==> config.mk <==
export PLATFORM = sky130hd
export DESIGN_NAME = t8pwm_top
export DESIGN_NICKNAME = d
export VERILOG_FILES = /design/src/design/t8pwm_pkg.sv /design/src/design/t8pwm_prescaler.sv /design/src/design/t8pwm_top.sv
export SDC_FILE = /design/constraint.sdc
export NUM_CORES = 1
export LEC_CHECK = 0
export ABC_AREA = 1
export ABC_CLOCK_PERIOD_IN_PS = 2900
export BUFFER_PORTS_ARGS = -buffer_cell sky130_fd_sc_hd__buf_4
export CAP_MARGIN = 10
export CORE_ASPECT_RATIO = 0.9
export CORE_MARGIN = 1.5
export CORE_UTILIZATION = 30
export CTS_CLUSTER_DIAMETER = 100
export DETAILED_ROUTE_END_ITERATION = 10
export PLACE_DENSITY = 0.54
export SETUP_SLACK_MARGIN = 0.2
export SLEW_MARGIN = 20
export SYNTH_ARGS = -nofsm -noshare
export SYNTH_HDL_FRONTEND = slang
export SYNTH_HIERARCHICAL = 1
export SYNTH_SLANG_ARGS = --single-unit
==> constraint.sdc <==
create_clock -name CLK -period 2.9 [get_ports CLK]
set_input_delay 0.145 -clock CLK [delete_from_list [all_inputs] [get_ports CLK]]
set_output_delay 0.145 -clock CLK [all_outputs]
set_load 0.1 [all_outputs]
==> src/design/t8pwm_pkg.sv <==
// package of constants for the 8-bit pwm timer block
// assumes a single 40 MHz clock and an avalon-mm register slave
package t8pwm_pkg;

	// ==========================================================
	// register byte offsets
	localparam logic [4:0] T8PWM_OFS_CTRL = 5'h00;
	localparam logic [4:0] T8PWM_OFS_COUNT = 5'h04;
	localparam logic [4:0] T8PWM_OFS_COMPARE = 5'h08;
	localparam logic [4:0] T8PWM_OFS_STATUS = 5'h0c;
	localparam logic [4:0] T8PWM_OFS_PIN = 5'h10;

	// ==========================================================
	// control field positions
	localparam int T8PWM_CTRL_MODE_LSB = 0;
	localparam int T8PWM_CTRL_COM_LSB = 2;
	localparam int T8PWM_CTRL_CS_LSB = 4;
	localparam int T8PWM_CTRL_ASYNC_BIT = 7;

	// ==========================================================
	// status field positions
	localparam int T8PWM_STAT_OVF_BIT = 0;
	localparam int T8PWM_STAT_CMP_BIT = 1;
	localparam int T8PWM_STAT_UP_BIT = 2;
	localparam int T8PWM_STAT_OC_BIT = 3;

	// ==========================================================
	// reset values
	localparam logic [7:0] T8PWM_CTRL_RESET = 8'h00;
	localparam logic [7:0] T8PWM_COUNT_RESET = 8'h00;
	localparam logic [7:0] T8PWM_COMPARE_RESET = 8'h00;

	// ==========================================================
	// counter limits
	localparam logic [7:0] T8PWM_MAX = 8'hff;
	localparam logic [7:0] T8PWM_BOTTOM = 8'h00;

	// ==========================================================
	// waveform modes and compare output actions
	localparam logic [1:0] T8PWM_MODE_FAST = 2'h3;
	localparam logic [1:0] T8PWM_MODE_PHASE = 2'h1;
	localparam logic [1:0] T8PWM_COM_NONE = 2'h0;
	localparam logic [1:0] T8PWM_COM_TOGGLE = 2'h1;
	localparam logic [1:0] T8PWM_COM_NONINV = 2'h2;
	localparam logic [1:0] T8PWM_COM_INV = 2'h3;

	// ==========================================================
	// prescale divisors by clock select code, 0 means stopped
	localparam int T8PWM_DIV_WIDTH = 10;
	localparam logic [9:0] T8PWM_DIV_1 = 10'h000;
	localparam logic [9:0] T8PWM_DIV_8 = 10'h007;
	localparam logic [9:0] T8PWM_DIV_32 = 10'h01f;
	localparam logic [9:0] T8PWM_DIV_64 = 10'h03f;
	localparam logic [9:0] T8PWM_DIV_128 = 10'h07f;
	localparam logic [9:0] T8PWM_DIV_256 = 10'h0ff;
	localparam logic [9:0] T8PWM_DIV_1024 = 10'h3ff;

endpackage

==> src/design/t8pwm_prescaler.sv <==
// prescaler producing the timer tick from a base tick
// assumes base_tick is already in the CLK domain
`timescale 1ns/1ps
module t8pwm_prescaler
	import t8pwm_pkg::*;
(
	// clock and reset
	input wire logic clk,
	input wire logic rst_n,
	// control
	input wire logic base_tick,
	input wire logic [2:0] clock_sel,
	// output
	output logic timer_tick
);

	// ==========================================================
	// divisor decode
	function automatic logic [9:0] last_count(input logic [2:0] sel);
		case (sel)
			3'h1: last_count = T8PWM_DIV_1;
			3'h2: last_count = T8PWM_DIV_8;
			3'h3: last_count = T8PWM_DIV_32;
			3'h4: last_count = T8PWM_DIV_64;
			3'h5: last_count = T8PWM_DIV_128;
			3'h6: last_count = T8PWM_DIV_256;
			default: last_count = T8PWM_DIV_1024;
		endcase
	endfunction

	logic [9:0] pre_q;
	logic at_last;

	assign at_last = (pre_q >= last_count(clock_sel));
	assign timer_tick = base_tick && (clock_sel != 3'h0) && at_last;

	// ==========================================================
	// prescale counter
	always_ff @(posedge clk or negedge rst_n) begin
		if (!rst_n) begin
			pre_q <= 10'h000;
		end else if (clock_sel == 3'h0) begin
			pre_q <= 10'h000;
		end else if (base_tick) begin
			pre_q <= at_last ? 10'h000 : pre_q + 10'h001;
		end
	end

endmodule

==> src/design/t8pwm_top.sv <==
// 8-bit timer waveform generator, fast and phase correct pwm
// assumes an avalon-mm master on CLK and an oscillator input on OSC_IN
//
// Overview of operation
// - mode field 3 counts single-slope, BOTTOM up to MAX, then restart
// - single-slope field 2: clear output on match, set at BOTTOM
// - single-slope field 3: set output on match, clear at BOTTOM
// - single-slope counter wraps MAX to zero on next tick, output updates then
// - single-slope overflow flag sets whenever counter reaches MAX
// - single-slope period is 256 ticks; tick is clock over 1..1024
// - single-slope compare BOTTOM gives spike; MAX gives constant level
// - single-slope field 1 toggles on every match, 50 percent duty
// - pwm modes double-buffer the compare value; other modes write directly
// - mode field 1 counts dual-slope, up to MAX then down to BOTTOM
// - dual-slope: non-inverting clears up-match, sets down-match; inverting reversed
// - dual-slope is eight bits; counter stays at MAX one tick
// - dual-slope overflow flag sets when counter reaches BOTTOM
// - dual-slope period is 510 ticks with same prescale choices
// - dual-slope compare BOTTOM holds low, MAX holds high, inverted opposite
// - leaving compare MAX gives up-match level at MAX for symmetry
// - a missed upward match still yields its transition at MAX
// - pin driven only while direction bit selects output
// - logic advances only on tick; oscillator may replace clock as source
// - MAX is 0xff and BOTTOM is 0x00
// - compare output field 0 takes no action on match
// - a counter write blocks any match in the following tick
`timescale 1ns/1ps
module t8pwm_top
	import t8pwm_pkg::*;
(
	// clock and reset
	input wire logic CLK,
	input wire logic RESETN,
	// avalon-mm register slave
	input wire logic [4:0] AVS_ADDRESS,
	input wire logic AVS_READ,
	input wire logic AVS_WRITE,
	input wire logic [31:0] AVS_WRITEDATA,
	input wire logic [3:0] AVS_BYTEENABLE,
	output logic [31:0] AVS_READDATA,
	output logic AVS_WAITREQUEST,
	// oscillator tick source
	input wire logic OSC_IN,
	// compare output pin
	output logic OC_PIN_OUT,
	output logic OC_PIN_OE_N
);

	// ==========================================================
	// bus slave handshake
	logic ack_q;
	logic req;
	logic wr_en;
	logic [31:0] rdata_q;

	assign req = AVS_READ || AVS_WRITE;
	assign AVS_WAITREQUEST = req && !ack_q;
	assign wr_en = AVS_WRITE && ack_q && AVS_BYTEENABLE[0];
	assign AVS_READDATA = rdata_q;

	always_ff @(posedge CLK or negedge RESETN) begin
		if (!RESETN) begin
			ack_q <= 1'b0;
		end else begin
			ack_q <= req && !ack_q;
		end
	end

	// ==========================================================
	// software registers
	logic [1:0] mode_q;
	logic [1:0] com_q;
	logic [2:0] cs_q;
	logic async_q;
	logic ddr_q;
	logic [7:0] ocr_buf_q;
	logic [7:0] ocr_q;
	logic [7:0] cnt_q;
	logic up_q;
	logic oc_q;
	logic ovf_q;
	logic cmp_q;
	logic block_q;

	function automatic logic hit(input logic [4:0] a, input logic [4:0] ofs);
		hit = (a == ofs);
	endfunction

	logic wr_ctrl;
	logic wr_cnt;
	logic wr_ocr;
	logic wr_stat;
	logic wr_pin;

	assign wr_ctrl = wr_en && hit(AVS_ADDRESS, T8PWM_OFS_CTRL);
	assign wr_cnt = wr_en && hit(AVS_ADDRESS, T8PWM_OFS_COUNT);
	assign wr_ocr = wr_en && hit(AVS_ADDRESS, T8PWM_OFS_COMPARE);
	assign wr_stat = wr_en && hit(AVS_ADDRESS, T8PWM_OFS_STATUS);
	assign wr_pin = wr_en && hit(AVS_ADDRESS, T8PWM_OFS_PIN);

	always_ff @(posedge CLK or negedge RESETN) begin
		if (!RESETN) begin
			mode_q <= T8PWM_CTRL_RESET[1:0];
			com_q <= T8PWM_CTRL_RESET[3:2];
			cs_q <= T8PWM_CTRL_RESET[6:4];
			async_q <= T8PWM_CTRL_RESET[7];
		end else if (wr_ctrl) begin
			mode_q <= AVS_WRITEDATA[T8PWM_CTRL_MODE_LSB +: 2];
			com_q <= AVS_WRITEDATA[T8PWM_CTRL_COM_LSB +: 2];
			cs_q <= AVS_WRITEDATA[T8PWM_CTRL_CS_LSB +: 3];
			async_q <= AVS_WRITEDATA[T8PWM_CTRL_ASYNC_BIT];
		end
	end

	always_ff @(posedge CLK or negedge RESETN) begin
		if (!RESETN) begin
			ddr_q <= 1'b0;
		end else if (wr_pin) begin
			ddr_q <= AVS_WRITEDATA[0];
		end
	end

	always_ff @(posedge CLK or negedge RESETN) begin
		if (!RESETN) begin
			ocr_buf_q <= T8PWM_COMPARE_RESET;
		end else if (wr_ocr) begin
			ocr_buf_q <= AVS_WRITEDATA[7:0];
		end
	end

	// read data, unmapped offsets read zero
	always_ff @(posedge CLK or negedge RESETN) begin
		if (!RESETN) begin
			rdata_q <= 32'h0000_0000;
		end else if (AVS_READ && !ack_q) begin
			case (AVS_ADDRESS)
				T8PWM_OFS_CTRL: rdata_q <= {24'h000000, async_q, cs_q, com_q, mode_q};
				T8PWM_OFS_COUNT: rdata_q <= {24'h000000, cnt_q};
				T8PWM_OFS_COMPARE: rdata_q <= {24'h000000, ocr_buf_q};
				T8PWM_OFS_STATUS: rdata_q <= {28'h0000000, oc_q, up_q, cmp_q, ovf_q};
				T8PWM_OFS_PIN: rdata_q <= {31'h00000000, ddr_q};
				default: rdata_q <= 32'h0000_0000;
			endcase
		end
	end

	// ==========================================================
	// tick source
	logic osc_s1_q;
	logic osc_s2_q;
	logic osc_s3_q;
	logic base_tick;
	logic tick;

	always_ff @(posedge CLK or negedge RESETN) begin
		if (!RESETN) begin
			osc_s1_q <= 1'b0;
			osc_s2_q <= 1'b0;
			osc_s3_q <= 1'b0;
		end else begin
			osc_s1_q <= OSC_IN;
			osc_s2_q <= osc_s1_q;
			osc_s3_q <= osc_s2_q;
		end
	end

	assign base_tick = async_q ? (osc_s2_q && !osc_s3_q) : 1'b1;

	t8pwm_prescaler u_prescaler (
		.clk(CLK),
		.rst_n(RESETN),
		.base_tick(base_tick),
		.clock_sel(cs_q),
		.timer_tick(tick)
	);

	// ==========================================================
	// counter
	logic fast;
	logic phase;
	logic at_max;
	logic at_bottom;

	assign fast = (mode_q == T8PWM_MODE_FAST);
	assign phase = (mode_q == T8PWM_MODE_PHASE);
	assign at_max = (cnt_q == T8PWM_MAX);
	assign at_bottom = (cnt_q == T8PWM_BOTTOM);

	always_ff @(posedge CLK or negedge RESETN) begin
		if (!RESETN) begin
			cnt_q <= T8PWM_COUNT_RESET;
			up_q <= 1'b1;
		end else if (wr_cnt) begin
			cnt_q <= AVS_WRITEDATA[7:0];
		end else if (tick) begin
			if (phase) begin
				if (up_q && at_max) begin
					up_q <= 1'b0;
					cnt_q <= cnt_q - 8'h01;
				end else if (!up_q && at_bottom) begin
					up_q <= 1'b1;
					cnt_q <= cnt_q + 8'h01;
				end else begin
					cnt_q <= up_q ? cnt_q + 8'h01 : cnt_q - 8'h01;
				end
			end else begin
				up_q <= 1'b1;
				cnt_q <= cnt_q + 8'h01;
			end
		end
	end

	// ==========================================================
	// compare value and match
	logic load_ocr;
	logic match;

	assign load_ocr = (fast && tick && at_max) || (phase && tick && at_max);

	always_ff @(posedge CLK or negedge RESETN) begin
		if (!RESETN) begin
			ocr_q <= T8PWM_COMPARE_RESET;
		end else if (!fast && !phase) begin
			ocr_q <= ocr_buf_q;
		end else if (load_ocr) begin
			ocr_q <= ocr_buf_q;
		end
	end

	always_ff @(posedge CLK or negedge RESETN) begin
		if (!RESETN) begin
			block_q <= 1'b0;
		end else if (wr_cnt) begin
			block_q <= 1'b1;
		end else if (tick) begin
			block_q <= 1'b0;
		end
	end

	assign match = tick && !block_q && (cnt_q == ocr_q);

	// ==========================================================
	// flags, write one to clear, set wins
	logic ovf_set;

	assign ovf_set = tick && (phase ? at_bottom : at_max);

	always_ff @(posedge CLK or negedge RESETN) begin
		if (!RESETN) begin
			ovf_q <= 1'b0;
		end else if (ovf_set) begin
			ovf_q <= 1'b1;
		end else if (wr_stat && AVS_WRITEDATA[T8PWM_STAT_OVF_BIT]) begin
			ovf_q <= 1'b0;
		end
	end

	always_ff @(posedge CLK or negedge RESETN) begin
		if (!RESETN) begin
			cmp_q <= 1'b0;
		end else if (match) begin
			cmp_q <= 1'b1;
		end else if (wr_stat && AVS_WRITEDATA[T8PWM_STAT_CMP_BIT]) begin
			cmp_q <= 1'b0;
		end
	end

	// ==========================================================
	// waveform
	logic up_level;
	logic pol_ok;

	// level of an up-counting match; down match gives the inverse
	assign up_level = (com_q == T8PWM_COM_INV);
	assign pol_ok = (com_q == T8PWM_COM_NONINV) || (com_q == T8PWM_COM_INV);

	always_ff @(posedge CLK or negedge RESETN) begin
		if (!RESETN) begin
			oc_q <= 1'b0;
		end else if (com_q == T8PWM_COM_NONE) begin
			oc_q <= oc_q;
		end else if (fast) begin
			if (pol_ok && tick && at_max) begin
				oc_q <= !up_level;
			end else if (pol_ok && match) begin
				oc_q <= up_level;
			end else if (com_q == T8PWM_COM_TOGGLE && match) begin
				oc_q <= !oc_q;
			end
		end else if (phase && pol_ok) begin
			if (tick && at_max && up_q) begin
				// MAX gives up level unless compare stays MAX
				oc_q <= (ocr_buf_q == T8PWM_MAX) ? !up_level : up_level;
			end else if (match) begin
				// direction picks action, BOTTOM counts as up
				oc_q <= (up_q || at_bottom) ? up_level : !up_level;
			end
		end
	end

	// pin drive gated by direction bit
	assign OC_PIN_OUT = oc_q;
	assign OC_PIN_OE_N = !(ddr_q && (com_q != T8PWM_COM_NONE));
endmodule

# After elaboration in Yosys (flattened, before gate mapping)
# Cells that the tools add are included.
# totals
ff_bits	84
inputBits	46
out_inout_bits	35
elab_cells	138
# op_classes
add_sub_neg	3
order_cmp	1
eq_ne	20
n_mux	33
bitwise	2
n_reduce_logical	60
# ops
cell	count
2-to-1 mux 8 bit	8
case mux 10 bit (6 select lines)	1
case mux 8 bit (5 select lines)	1
logical AND 1 bit	32
2-to-1 mux 10 bit	3
2-to-1 mux 1 bit	20
== test 8 bit, second input constant	2
nonzero test 2 bit	7
adder 10 x 1 -> 10 bit, second input constant	1
== test 5 x 4 -> 1 bit, second input constant	2
>= comparator 10 bit	1
== test 3 bit, second input constant	3
logical NOT 1 bit	9
adder 8 x 1 -> 8 bit, second input constant	1
== test 8 bit	1
logical NOT 8 bit	1
subtractor 8 x 1 -> 8 bit, second input constant	1
== test 2 bit, second input constant	3
== test 3 x 2 -> 1 bit, second input constant	2
nonzero test 3 bit	2
== test 5 x 3 -> 1 bit, second input constant	1
== test 5 bit, second input constant	1
logical NOT 5 bit	1
== test 2 x 1 -> 1 bit, second input constant	2
other kinds (9)	13

# Depth between registers and ports, before layout
# depth
word_depth	12
ltp_mapped	24
depth_no_buf	24

# Hierarchy
# The synthesis kept the hierarchy.
# modules_own_cells
mod	n_inst	cells_each	area_each_um2	seq_area_each_um2
t8pwm_top	1	385	2995.4	1252.5
t8pwm_prescaler	1	139	977.2	250.2

# Least setup slack after synthesis
# OpenSTA, ideal clock, no wires.
# synth_path
path_type	reg-to-output
start	register com_q[1]
end	output port OC_PIN_OE_N
arrival_ns	2.633
t_required_ns	2.755
setup_slack_ns	0.122
stages_incl_launch_ff	3
path_buffers	1
cell_sequence	dfrtp_1 > clkbuf_1 > o21ai_0
# synth_via
elab_chain_len	3
# synth_rtl
item	line	source
start, declared	t8pwm_top.sv:72	logic [1:0] com_q;
start signal, assigned	t8pwm_top.sv:104	com_q <= T8PWM_CTRL_RESET[3:2];
start signal, assigned	t8pwm_top.sv:109	com_q <= AVS_WRITEDATA[T8PWM_CTRL_COM_LSB +: 2];
nonzero test 2 bit	t8pwm_top.sv:303	assign OC_PIN_OE_N = !(ddr_q && (com_q != T8PWM_COM_NONE));
logical AND 1 bit	t8pwm_top.sv:303	
logical NOT 1 bit	t8pwm_top.sv:303	
end, declared	t8pwm_top.sv:46	output logic OC_PIN_OE_N
# No other way between the ends.

# Final worst setup path
# layout_path
start	register cs_q[1]
end	register oc_q (netlist: OC_PIN_OUT)
# layout_via
elab_chain_len	10
word_cells_on_any_way	27
classes_between	1 x order compare; 7 x eq/ne; 6 x mux; 13 x reduce/logical
# layout_rtl
item	line	source
start, declared	t8pwm_top.sv:73	logic [2:0] cs_q;
start signal, assigned	t8pwm_top.sv:105	cs_q <= T8PWM_CTRL_RESET[6:4];
start signal, assigned	t8pwm_top.sv:110	cs_q <= AVS_WRITEDATA[T8PWM_CTRL_CS_LSB +: 3];
== test 3 bit (tied with other cells)	t8pwm_prescaler.sv:20	case (sel)
case mux 10 bit (6 select lines)	t8pwm_prescaler.sv:20	
>= comparator 10 bit	t8pwm_prescaler.sv:34	assign at_last = (pre_q >= last_count(clock_sel));
logical AND 1 bit *	t8pwm_prescaler.sv:35	assign timer_tick = base_tick && (clock_sel != 3'h0) && at_last;
net tick	t8pwm_top.sv:153	logic tick;
logical AND 1 bit (2 in series)	t8pwm_top.sv:240	assign match = tick && !block_q && (cnt_q == ocr_q);
logical AND 1 bit	t8pwm_top.sv:285	end else if (pol_ok && match) begin
2-to-1 mux 1 bit	t8pwm_top.sv:285	
2-to-1 mux 1 bit	t8pwm_top.sv:283	if (pol_ok && tick && at_max) begin
2-to-1 mux 1 bit	t8pwm_top.sv:282	end else if (fast) begin
end signal, assigned	t8pwm_top.sv:281	oc_q <= oc_q;
end signal, assigned	t8pwm_top.sv:284	oc_q <= !up_level;
end signal, assigned	t8pwm_top.sv:286	oc_q <= up_level;
end, declared	t8pwm_top.sv:80	logic oc_q;
# The timed path passes the listed nets; every way through them passes the cells marked *. The select of a mux whose other input is x is not followed.
# A chain may end at the register's enable or synchronous reset.

==> results_dict.tcl <==
set metrics [dict create \
    outcome "complete, no violations" \
    hold_viol 0 \
    setup_violations 0 \
    grt_usage_pct 15.17 \
    via_per_inst 4.751 \
    cts.clk_slew.worst_paths_ps 50 \
    cts_tree "done" \
    dp_hpwl_um 7479 \
    grt-ovfl-total 0 \
    clockRootBuffer "clkbuf_16" \
    layout_commonest_cell "nand2_1" \
    r2r_start "cs_q[1]" \
    start_kind "flip-flop" \
    insertion_delay_ps 340 \
    crit_type "flip-flop to flip-flop" \
    startpoint "cs_q[1]" \
    worstSetupEndpointType "flip-flop" \
    p_sw_mw 0.9186 \
    worst_pin_slew_ps 801.4 \
    seqPwrFrac_pct 37.9 \
    first_iter_violations 212 \
    ff_latch_area_sq_mm 0.001506 \
    arrival_ps 2880 \
    peakVddDrop_mv 0.2713 \
    nets 637 \
    num_vias 3535 \
    cts_inserted_buffers 9 \
    boundaryPins 81 \
    netlist_area_sq_mm 0.003973 \
    power.clock.fraction_pct 36.9 \
    syn_to_final_growth_pct 22.83 \
    antenna_found_initial 0 \
    antenna_cells 0 \
    multi_input_area_sq_mm 0.002246 \
    layout_common_cells "nand2_1, dfrtp_1, inv_1" \
    required_ps 3160 \
    cap_violations 0 \
    drv_slew 0 \
    hold_path_class "primary input to flip-flop" \
    leakage_nw 2.435 \
    cts_max_path_buffers 2 \
    power.density_mw_per_mm2 533.5 \
    dieArea_sq_mm 0.01394 \
    row_count 39 \
    synthCells 524 \
    fmax_mhz 381.5 \
    r2r-end "OC_PIN_OUT" \
    grt_start_max_net_pins 61 \
    fin_crit_sh_pct 90.39 \
    start_util_pct 31.07 \
    cts_sinks 60 \
    htreeDepth 3 \
    path_max_fanout 4 \
    first_pass_iters 5 \
    fill_cells 1316 \
    yosys-top-cells-area "dfrtp_1, nand2_1, inv_1, o21ai_0, buf_4" \
    die_y_um 112.2 \
    gp_congestion 0.8642 \
    p_int_mw 1.685 \
    r2r_slack_ps 280 \
    synth_top_cell_area_share_pct 37.17 \
    reg2regPathDepth 19 \
    synth_top_area_cell "dfrtp_1" \
    comb_power_share_pct 25.1 \
    switching_share_pct 35.28 \
    coreArea_sq_mm 0.01278 \
    yosysSeqAreaShare_pct 37.83 \
    max_slew_margin_pct 46.57 \
    yosysUniqueCellTypes 39 \
    die_x_um 124.3 \
    wl_per_cell_um 13.89 \
    final_core_util_pct 38.17 \
    postRouteAntennaNets 0 \
    fin_skew_ps 4.285 \
    period_needed_ps 2621 \
    finalPower_mw 2.603 \
    synth-seq-cells 60 \
    grt_pass1_wl_um 16920 \
    grt_setup_unrepaired "true" \
    wirelength_um 10330 \
    yosys_warnings 6 \
    layout-drive-gt1-share_pct 22.76 \
    avgSynthCellArea_sq_um 7.581 \
    first_global_vias 3359 \
    crit_path_end "OC_PIN_OUT" \
    portBuffers 29 \
    drc 0 \
]
[synth_stat cells]
cell / instances
nand2_1: 149
inv_1: 60
dfrtp_1: 59
o21ai_0: 40
nor2_1: 37
buf_4: 26
nand3_1: 22
xor2_1: 16
ha_1: 14
a21oi_1: 12
nand3_2: 8
nand4_1: 8
mux2_2: 6
o21ai_1: 6
nor2_4: 5
o22ai_1: 5
o31ai_1: 5
buf_2: 4
clkbuf_1: 4
nor2_2: 4
nor3_1: 4
clkinv_1: 3
nand2_2: 3
o211ai_1: 3
o21bai_1: 3
xnor2_1: 3
o2111ai_1: 2
o211ai_2: 2
a21o_1: 1
a31oi_1: 1
buf_6: 1
conb_1: 1
dfstp_2: 1
inv_2: 1
nand2_4: 1
nor2_8: 1
nor3_2: 1
o221ai_1: 1
or2_2: 1
[worst max-delay path, stage by stage, from the launching register on]
cell and delay (ps):
dfrtp_2 440, buf_6 140, nand2_4 60, inv_4 40, o21ai_4 190, ha_4 240, buf_4 130, a21o_1 150
nor2_1 100, nand2_1 90, o21ai_2 130, inv_2 60, buf_6 130, nand4_1 150, nand3_1 110, nand2_1 100
nand2_2 60, nand2_1 60, nor2_1 40, a21oi_1 130
[cell families after synthesis]
kind of cell | synth area share [%]
compound gates | 11.81
xor+xnor | 4.189
fa+ha+maj | 4.409
buf+inv | 12.13
flops | 37.83
mux | 1.701
other cells | 0.09440
simple gates | 27.84
[power groups by stage]
| stage | sequential, mW | combinational [mW] | clock [mW] |
|---|---|---|---|
| 2_1_floorplan | 0.991 | 0.478 | 0 |
| 3_3_place_gp | 0.993 | 0.589 | 0 |
| 3_5_place_dp | 0.995 | 0.597 | 0 |
| 4_1_cts | 0.982 | 0.620 | 0.977 |
| 5_1_grt | 0.997 | 0.722 | 1.01 |
| 6_report | 0.988 | 0.655 | 0.961 |
[cell type report]
cell class / instances / share of cell area (%)
multi-input cells: 389 / 46.03
flip-flops and latches: 60 / 30.87
repair buffers: 53 / 8.641
clock buffers: 11 / 4.974
inverters: 64 / 4.974
well taps: 164 / 4.205
clock inverters: 3 / 0.3077
[metal layers]
layer	track usage, %	wire (um)	vias to the layer above
li1	-	-	1753
met1	20.86	5047	1670
met2	23.96	4648	97
met3	2.145	432	15
met4	6.513	203	0
met5	0	0	-
[timing repair]
action	4_1_cts	5_1_grt
pin swaps	15	25
setup endpoints to repair	9	29
setup buffers	9	2
endpoints found under the hold margin	60	0
cloned	0	1
hold buffers	2	0
resized for setup	10	42
[state kept, by name (all words and copies together) (netlist names), 2 cells and up]
register           count
com_q                  2
AVS_READDATA           8
ocr_q                  8
cnt_q                  8
mode_q                 2
u_prescaler/pre_q     10
ocr_buf_q              8
cs_q                   3
[worst min-delay path by stage]
stage                      from         endpoint  slack, ps  cells past startpoint
2_1_floorplan            RESETN  AVS_READDATA[0]       -150                      0
3_3_place_gp             OSC_IN         osc_s1_q        260                      1
3_5_place_dp             OSC_IN         osc_s1_q        260                      1
4_1_cts        AVS_WRITEDATA[7]         cnt_q[7]         60                      3
5_1_grt        AVS_WRITEDATA[7]         cnt_q[7]         70                      3
6_report       AVS_WRITEDATA[7]         cnt_q[7]         50                      3
[metrics by stage]
step	area (sq um)	setup WS (ps)	hold WS, ps	std cells	setup TNS [ps]
2_1_floorplan	4059	264.9	-150.6	547	0
3_3_place_gp	4323	58.94	256.0	716	0
3_5_place_dp	4323	-15.83	259.0	716	-15.83
4_1_cts	4701	189.1	56.49	741	0
5_1_grt	4880	64.89	69.43	744	0
6_report	4880	278.7	50.43	744	0
Note: power is estimated with default switching activity, not from simulation.
